## src/rtl/misc_cfg_pkg.sv

```systemverilog
// Package for the miscellaneous supply, clock and shutdown register bank.
// Assumes a single 100 MHz control clock and a plain register port.
package misc_cfg_pkg;

    // Register offsets
    localparam logic [7:0] OFS_SUPPLY_STS   = 8'h03;
    localparam logic [7:0] OFS_CLKERR_BCAST = 8'h04;
    localparam logic [7:0] OFS_PRECHG_SHDN  = 8'h05;
    localparam logic [7:0] OFS_SUPPLY_SEL   = 8'h06;
    localparam logic [7:0] OFS_CLK_LOSS     = 8'h07;
    localparam logic [7:0] OFS_IRQ_STS      = 8'h08;
    localparam logic [7:0] OFS_IRQ_MASK     = 8'h09;

    // Field positions
    localparam int ANA_FLAG_BIT   = 7;
    localparam int IO_FLAG_BIT    = 6;
    localparam int IGNORE_ERR_BIT = 6;
    localparam int BCAST_BIT      = 1;
    localparam int PRECHG_LSB     = 6;
    localparam int SHDN_LSB       = 4;
    localparam int HOLD_LSB       = 2;
    localparam int CLK_LOSS_BIT   = 4;
    localparam int ANA_SEL_BIT    = 1;
    localparam int IO_SEL_BIT     = 0;
    localparam int IRQ_PRECHG     = 0;
    localparam int IRQ_HOLD_TOUT  = 1;
    localparam int IRQ_CLK_LOSS   = 2;
    localparam int IRQ_OVERRIDE   = 3;

    // Reset values and writable bits
    localparam logic [7:0] RST_CLKERR_BCAST = 8'h00;
    localparam logic [7:0] RST_PRECHG_SHDN  = 8'h15;
    localparam logic [7:0] RST_CLK_LOSS     = 8'h00;
    localparam logic [7:0] RST_SUPPLY_SEL   = 8'h00;
    localparam logic [3:0] RST_IRQ          = 4'h0;
    localparam logic [7:0] WM_CLKERR_BCAST  = 8'h42;
    localparam logic [7:0] WM_PRECHG_SHDN   = 8'hFC;
    localparam logic [7:0] WM_CLK_LOSS      = 8'h10;
    localparam logic [7:0] WM_SUPPLY_SEL    = 8'h03;

    // Timing
    localparam int CLK_MHZ        = 100;
    localparam int CNT_W          = 23;
    localparam int PRECHG_T_US [4] = '{2500, 12500, 25000, 50000};
    localparam int HOLD_T_US   [4] = '{30000, 25000, 10000, 5000};
    localparam int CLK_LOSS_T_US  = 2000;

    typedef enum logic [3:0] {
        SD_ON   = 4'h1,
        SD_HOLD = 4'h2,
        SD_WAIT = 4'h4,
        SD_OFF  = 4'h8
    } shdn_state_t;

    typedef struct packed {
        logic       wr;
        logic       rd;
        logic [7:0] addr;
        logic [7:0] wdata;
    } reg_req_t;

    typedef struct packed {
        logic analog_3v3_det;
        logic io_3v3_det;
        logic io_supply_present;
        logic clean_shutdown_done;
        logic sel_clock_present;
        logic clock_error_raw;
        logic precharge_start;
    } sense_t;

    typedef struct packed {
        logic [7:0]       clkerr_bcast;
        logic [7:0]       prechg_shdn;
        logic [7:0]       clk_loss;
        logic [7:0]       supply_sel;
        logic [3:0]       irq_sts;
        logic [3:0]       irq_mask;
        logic             ana_flag;
        logic             io_flag;
        logic [7:0]       rd_data;
        logic             io_prev;
        logic             prechg_active;
        logic [CNT_W-1:0] prechg_cnt;
        shdn_state_t      sd_state;
        logic [CNT_W-1:0] hold_cnt;
        logic             loss_armed;
        logic [CNT_W-1:0] loss_cnt;
        logic             hard_reset;
    } state_t;

endpackage

```

## src/rtl/misc_cfg_regs.sv

```systemverilog
// Miscellaneous supply override, clock error, broadcast, precharge,
// shutdown keep-alive and clock-loss reset registers with their timers.
// Assumes all inputs synchronous to clk; reads answer one cycle later.
//
// Design decision made here: the strobed register port.
`timescale 1ns/100ps

module misc_cfg_regs
    import misc_cfg_pkg::*;
#(
    parameter int PRECHG_CYC [4] = '{PRECHG_T_US[0] * CLK_MHZ, PRECHG_T_US[1] * CLK_MHZ,
                                     PRECHG_T_US[2] * CLK_MHZ, PRECHG_T_US[3] * CLK_MHZ},
    parameter int HOLD_CYC   [4] = '{HOLD_T_US[0] * CLK_MHZ, HOLD_T_US[1] * CLK_MHZ,
                                     HOLD_T_US[2] * CLK_MHZ, HOLD_T_US[3] * CLK_MHZ},
    parameter int LOSS_CYC       = CLK_LOSS_T_US * CLK_MHZ
) (
    // Clock, reset, enable
    input  wire logic       clk,
    input  wire logic       rst_n,
    input  wire logic       ce,
    // Register port
    input  wire reg_req_t   req,
    output logic [7:0]      rd_data,
    // Sensed conditions
    input  wire sense_t     sense,
    input  wire logic [1:0] pin_addr_lsb,
    // Controls to the rest of the device
    output logic            analog_supply_select,
    output logic            io_supply_select,
    output logic            clock_error,
    output logic [1:0]      target_addr_lsb,
    output logic            broadcast_addressing_enable,
    output logic            precharge_active,
    output logic            core_regulator_on,
    output logic            hard_reset,
    // Interrupt
    output logic            irq
);

    state_t q;
    state_t d;

    localparam state_t RST_STATE = '{
        clkerr_bcast:  RST_CLKERR_BCAST,
        prechg_shdn:   RST_PRECHG_SHDN,
        clk_loss:      RST_CLK_LOSS,
        supply_sel:    RST_SUPPLY_SEL,
        irq_sts:       RST_IRQ,
        irq_mask:      RST_IRQ,
        sd_state:      SD_ON,
        io_prev:       1'b1,
        default:       '0
    };

    function automatic logic hit(input logic [7:0] a, input logic [7:0] ofs);
        hit = (a == ofs);
    endfunction

    function automatic logic [CNT_W-1:0] cyc_m1(input int n);
        cyc_m1 = CNT_W'((n > 1) ? n - 1 : 0);
    endfunction

    logic [1:0] prechg_code;
    logic [1:0] shdn_code;
    logic [1:0] hold_code;
    logic       io_removed;
    logic       io_returned;
    logic [3:0] irq_set;
    logic [3:0] irq_clr;

    assign prechg_code = q.prechg_shdn[PRECHG_LSB +: 2];
    assign shdn_code   = q.prechg_shdn[SHDN_LSB +: 2];
    assign hold_code   = q.prechg_shdn[HOLD_LSB +: 2];
    assign io_removed  = q.io_prev & ~sense.io_supply_present;
    assign io_returned = ~q.io_prev & sense.io_supply_present;

    always_comb begin
        d       = q;
        irq_set = '0;
        irq_clr = '0;
        d.hard_reset = 1'b0;

        // Register writes; reserved bits are masked off
        if (req.wr) begin
            if (hit(req.addr, OFS_CLKERR_BCAST)) begin
                d.clkerr_bcast = req.wdata & WM_CLKERR_BCAST;
            end
            if (hit(req.addr, OFS_PRECHG_SHDN)) begin
                d.prechg_shdn = req.wdata & WM_PRECHG_SHDN;
            end
            if (hit(req.addr, OFS_CLK_LOSS)) begin
                d.clk_loss = req.wdata & WM_CLK_LOSS;
            end
            if (hit(req.addr, OFS_SUPPLY_SEL)) begin
                d.supply_sel = req.wdata & WM_SUPPLY_SEL;
            end
            if (hit(req.addr, OFS_IRQ_MASK)) begin
                d.irq_mask = req.wdata[3:0];
            end
            if (hit(req.addr, OFS_IRQ_STS)) begin
                irq_clr = req.wdata[3:0];
            end
        end

        // Read data stand in the following cycle only
        d.rd_data = '0;
        if (req.rd) begin
            if (hit(req.addr, OFS_SUPPLY_STS)) begin
                d.rd_data = {q.ana_flag, q.io_flag, 6'h00};
            end
            if (hit(req.addr, OFS_CLKERR_BCAST)) begin
                d.rd_data = q.clkerr_bcast;
            end
            if (hit(req.addr, OFS_PRECHG_SHDN)) begin
                d.rd_data = q.prechg_shdn;
            end
            if (hit(req.addr, OFS_CLK_LOSS)) begin
                d.rd_data = q.clk_loss;
            end
            if (hit(req.addr, OFS_SUPPLY_SEL)) begin
                d.rd_data = q.supply_sel;
            end
            if (hit(req.addr, OFS_IRQ_STS)) begin
                d.rd_data = {4'h0, q.irq_sts};
            end
            if (hit(req.addr, OFS_IRQ_MASK)) begin
                d.rd_data = {4'h0, q.irq_mask};
            end
        end

        // Supply override flags follow the sense inputs
        d.ana_flag = sense.analog_3v3_det;
        d.io_flag  = sense.io_3v3_det;
        if ((sense.analog_3v3_det & ~q.ana_flag) | (sense.io_3v3_det & ~q.io_flag)) begin
            irq_set[IRQ_OVERRIDE] = 1'b1;
        end

        // Input capacitor quick-charge timer
        if (sense.precharge_start) begin
            d.prechg_active = 1'b1;
            d.prechg_cnt    = cyc_m1(PRECHG_CYC[prechg_code]);
        end else if (q.prechg_active) begin
            if (q.prechg_cnt == '0) begin
                d.prechg_active       = 1'b0;
                irq_set[IRQ_PRECHG]   = 1'b1;
            end else begin
                d.prechg_cnt = q.prechg_cnt - CNT_W'(1);
            end
        end

        // Core regulator keep-alive after I/O supply removal
        d.io_prev = sense.io_supply_present;
        unique case (q.sd_state)
            SD_ON: begin
                if (io_removed) begin
                    unique case (shdn_code)
                        2'h0: d.sd_state = SD_OFF;
                        2'h1: begin
                            d.sd_state = SD_HOLD;
                            d.hold_cnt = cyc_m1(HOLD_CYC[hold_code]);
                        end
                        default: d.sd_state = SD_WAIT;
                    endcase
                end
            end
            SD_HOLD: begin
                if (io_returned) begin
                    d.sd_state = SD_ON;
                end else if (sense.clean_shutdown_done) begin
                    d.sd_state = SD_OFF;
                end else if (q.hold_cnt == '0) begin
                    d.sd_state             = SD_OFF;
                    irq_set[IRQ_HOLD_TOUT] = 1'b1;
                end else begin
                    d.hold_cnt = q.hold_cnt - CNT_W'(1);
                end
            end
            SD_WAIT: begin
                if (io_returned) begin
                    d.sd_state = SD_ON;
                end else if (sense.clean_shutdown_done) begin
                    d.sd_state = SD_OFF;
                end
            end
            SD_OFF: begin
                if (sense.io_supply_present) begin
                    d.sd_state = SD_ON;
                end
            end
            default: d.sd_state = SD_OFF;
        endcase

        // Selected clock absence watchdog
        if (!q.clk_loss[CLK_LOSS_BIT] || sense.sel_clock_present) begin
            d.loss_armed = 1'b1;
            d.loss_cnt   = cyc_m1(LOSS_CYC);
        end else if (q.loss_armed) begin
            if (q.loss_cnt == '0) begin
                d.loss_armed          = 1'b0;
                d.hard_reset          = 1'b1;
                irq_set[IRQ_CLK_LOSS] = 1'b1;
            end else begin
                d.loss_cnt = q.loss_cnt - CNT_W'(1);
            end
        end

        // Sticky interrupt status, set wins over clear
        for (int i = 0; i < 4; i++) begin
            d.irq_sts[i] = (q.irq_sts[i] & ~irq_clr[i]) | irq_set[i];
        end
    end

    always_ff @(posedge clk) begin
        if (!rst_n) begin
            q <= RST_STATE;
        end else if (ce) begin
            q <= d;
        end
    end

    assign rd_data              = q.rd_data;
    assign analog_supply_select = q.supply_sel[ANA_SEL_BIT] & ~q.ana_flag;
    assign io_supply_select     = q.supply_sel[IO_SEL_BIT] & ~q.io_flag;
    assign clock_error          = sense.clock_error_raw & ~q.clkerr_bcast[IGNORE_ERR_BIT];
    assign broadcast_addressing_enable = q.clkerr_bcast[BCAST_BIT];
    assign target_addr_lsb      = q.clkerr_bcast[BCAST_BIT] ? 2'h0 : pin_addr_lsb;
    assign precharge_active     = q.prechg_active;
    assign core_regulator_on    = (q.sd_state != SD_OFF);
    assign hard_reset           = q.hard_reset;
    assign irq                  = |(q.irq_sts & q.irq_mask);

endmodule

```

## config.mk

```make
export PLATFORM = sky130hd
export DESIGN_NAME = misc_cfg_regs
export DESIGN_NICKNAME = d
export VERILOG_FILES = /design/src/rtl/misc_cfg_pkg.sv /design/src/rtl/misc_cfg_regs.sv
export SDC_FILE = /design/constraint.sdc
export NUM_CORES = 1
export LEC_CHECK = 0
export ABC_AREA = 1
export BUFFER_PORTS_ARGS = -buffer_cell sky130_fd_sc_hd__buf_2
export CORE_MARGIN = 4
export CORE_UTILIZATION = 30
export CTS_CLUSTER_DIAMETER = 200
export CTS_CLUSTER_SIZE = 24
export DETAILED_ROUTE_END_ITERATION = 6
export PLACE_DENSITY = 0.53
export SLEW_MARGIN = 20
export SYNTH_ARGS = -nofsm -noshare
export SYNTH_HDL_FRONTEND = slang
export SYNTH_SLANG_ARGS = --single-unit
```

## constraint.sdc

```tcl
create_clock -name clk -period 3.5 [get_ports clk]
set_input_delay 0.7 -clock clk [delete_from_list [all_inputs] [get_ports clk]]
set_output_delay 0.7 -clock clk [all_outputs]
set_load 0.05 [all_outputs]
```

==> impl_metrics.json <==
{
  "fin_area_sq_um": 7486,
  "leakage_nw": 3.374,
  "cts_tree": "yes",
  "finClkSkew_ns": 0.008884,
  "cp_common_cell": "nor2_1",
  "die_x_um": 158.5,
  "powerDensity_nw_per_um2": 521.6,
  "postSynthAreaPerCell_sq_um": 6.249,
  "grt_start_max_net_pins": 72,
  "clkLatencyLatePin_ns": 0.36,
  "yosysTopAreaCellShare": 0.3151,
  "fillers": 2467,
  "cap_viol_max_count": 0,
  "dp.cells": 1380,
  "synth_largest_area_cell": "dfxtp_1",
  "numClockSinks": 107,
  "cp_cell_sequence": "nor2_4 > nand3_4 > inv_2 > nand4_1 > nand2_1 > nor2_1 > nor2_1 > nor2_1",
  "slowest_delay_ns": 0.66,
  "antenna_found_initial": 0,
  "vias": 6657,
  "synth_area_leaders": "dfxtp_1, nand2_1, nor2_1",
  "globalRouteOverflowTotal": 0,
  "cts-root-buf": "clkbuf_16",
  "synthCells": 1088,
  "fin_tns_setup_ns": 0,
  "required_ns": 3.74,
  "finalWirelength_um": 18280,
  "finalCritPeriodShare": 0.6842,
  "track_usage": 0.1494,
  "syn2layout_area_growth_pct": 10.10,
  "ir_worst_vdd_mv": 0.2392,
  "drive_gt1_frac": 0.1030,
  "tightestPinTransition_ns": 0.8393,
  "die_h_um": 158.5,
  "wire_per_inst_um": 13.09,
  "status": "complete, no violations",
  "layout_min_cycle_time_ns": 2.395,
  "port_buffers": 47,
  "synth_flop_cell": "dfxtp_1",
  "synth_edf_count": 0,
  "cts-hold-fix-buffers": 0,
  "post_cts.resized_instances": 0,
  "fp-row-count": 54,
  "cts_buffers": 9,
  "crit_buf_inv": 1,
  "worstSetupPathType": "reg -> reg",
  "cp.arrival_ns": 2.63,
  "hpwl_um": 13460,
  "yosysWarnings": 0,
  "cpMaxStageDelayCell": "nand2_1",
  "initial_core_util": 0.3087,
  "cp-start-kind": "flop",
  "report.final.slew_viol_count": 0,
  "drt_iter0_drc": 389,
  "clk_pin_slew_ns": 0.08,
  "rsz0062_at_grt": "no",
  "max_slew_margin": 0.4391,
  "gp_congestion": 0.8684,
  "syn_area_sq_um": 6799,
  "power.total_mw": 3.904,
  "h-tree-depth": 3,
  "critPathTopFamily": "simple AND/OR/NAND/NOR gates",
  "syn-num-nets": 1140,
  "endpoint_kind": "flop",
  "ant_nets": 0,
  "min_path_type": "reg -> reg",
  "die_area_sq_um": 25140,
  "grt_pass1_vias": 6260,
  "antenna_cells": 0,
  "dr.pass1.iters": 5,
  "ys_seq_area_frac": 0.3151,
  "utilization": 0.3399,
  "ys_types": 41,
  "vias_per_cell": 4.769,
  "ys_ff_latch": 107,
  "setup-violations-final": 0,
  "coreArea_sq_um": 22030,
  "pin_count": 48,
  "dpl_cell_area_sq_um": 7178,
  "route.detailed.drc": 0,
  "path_max_fanout": 23,
  "hold_viol_final": 0,
  "nNetsFinal": 1163,
  "clock.fmax_mhz": 417.6,
  "ys_top_cells_by_count": "nand2_1, nor2_1, inv_1",
  "cts_buffer_depth": 2,
  "grt_first_pass_wirelength_um": 30820,
  "stdcell_count": 1396,
  "cts_setup_buffers": 0,
  "async_flop_share": 0,
  "post-synth-top-count-cell": "nand2_1"
}
-- layer usage --
layer | vias to the layer above | global-route usage | share of wire | wire (um)
li1 | 3562 | - | - | -
met1 | 2968 | 0.2003 | 0.49 | 8948
met2 | 105 | 0.2470 | 0.46 | 8429
met3 | 22 | 0.01848 | 0.030 | 548
met4 | 0 | 0.05361 | 0.019 | 351
met5 | - | 0 | 0 | 0
-- cell families (layout without fill, tap and decap cells) --
family,count (synthesis),after routing,share of synthesized area
xor gates and xnor gates,6,6,0.007729
AOI/OAI and AO/OA,207,207,0.1627
DFF,107,107,0.3151
and+or+nand+nor,588,588,0.3741
adders and majority gates,22,22,0.04049
buffers and inverters,158,186,0.09992
-- cell usage in the layout (no fill, tap or decap), types with 6 or more instances in the layout --
cell type	count
a21oi_1	87
buf_2	47
clkbuf_16	9
dfxtp_1	107
ha_1	22
inv_1	114
inv_2	6
nand2_1	231
nand2_2	7
nand3_1	79
nand4_1	15
nor2_1	204
nor2_2	18
nor2_4	7
nor3_1	13
o211ai_1	8
o21ai_0	77
o21ai_1	20
-- stage by stage --
stage	setup slack, ns	hold slack [ns]
floorplan	1.434	0.4191
global placement	0.8407	0.4360
detailed placement	0.8185	0.4409
CTS	1.028	0.4578
global route	0.8340	0.4992
finish	1.105	0.4583
-- layout make-up --
type / instances / area [sq um] / area share
clock buffers: 9 / 225.2 / 0.03009
clock inverters: 7 / 82.58 / 0.01103
inverters: 120 / 450.4 / 0.06017
multi-input cells: 823 / 3978 / 0.5313
flip-flops and latches: 107 / 2142 / 0.2861
well taps: 280 / 350.3 / 0.04680
repair buffers: 50 / 257.7 / 0.03443
-- final timing paths --
check / from / to / slack (ns) / cells past startpoint
min reg2reg: q[111]$_SDFFE_PN1P_ / q[111]$_SDFFE_PN1P_ / 0.46 / 2
max reg2reg: q[50]$_SDFFE_PN0P_ / q[45]$_SDFFE_PN0P_ / 1.11 / 8
max: q[50]$_SDFFE_PN0P_ / q[45]$_SDFFE_PN0P_ / 1.11 / 8
min: q[111]$_SDFFE_PN1P_ / q[111]$_SDFFE_PN1P_ / 0.46 / 2
-- sequential cells by signal, summed over array words and instances (netlist names) --
signal / flops
prechg_code: 2
hold_code: 2
precharge_active: 1
hard_reset: 1
q: 92
rd_data: 8
broadcast_addressing_enable: 1
-- worst reg2reg max path: cells and delay by family, from the launching register on --
family	cells	cell delay, ns
and+or+nand+nor	7	1.52
buffers and inverters	1	0.41
DFF	1	0.35
-- report_power, final --
| part | internal, mW | total [mW] | switching, mW |
|---|---|---|---|
| registers | 1.33 | 1.47 | 0.140 |
| clock network | 0.568 | 1.09 | 0.525 |
| logic | 0.431 | 1.34 | 0.910 |
(Power assumes the default switching activity.)
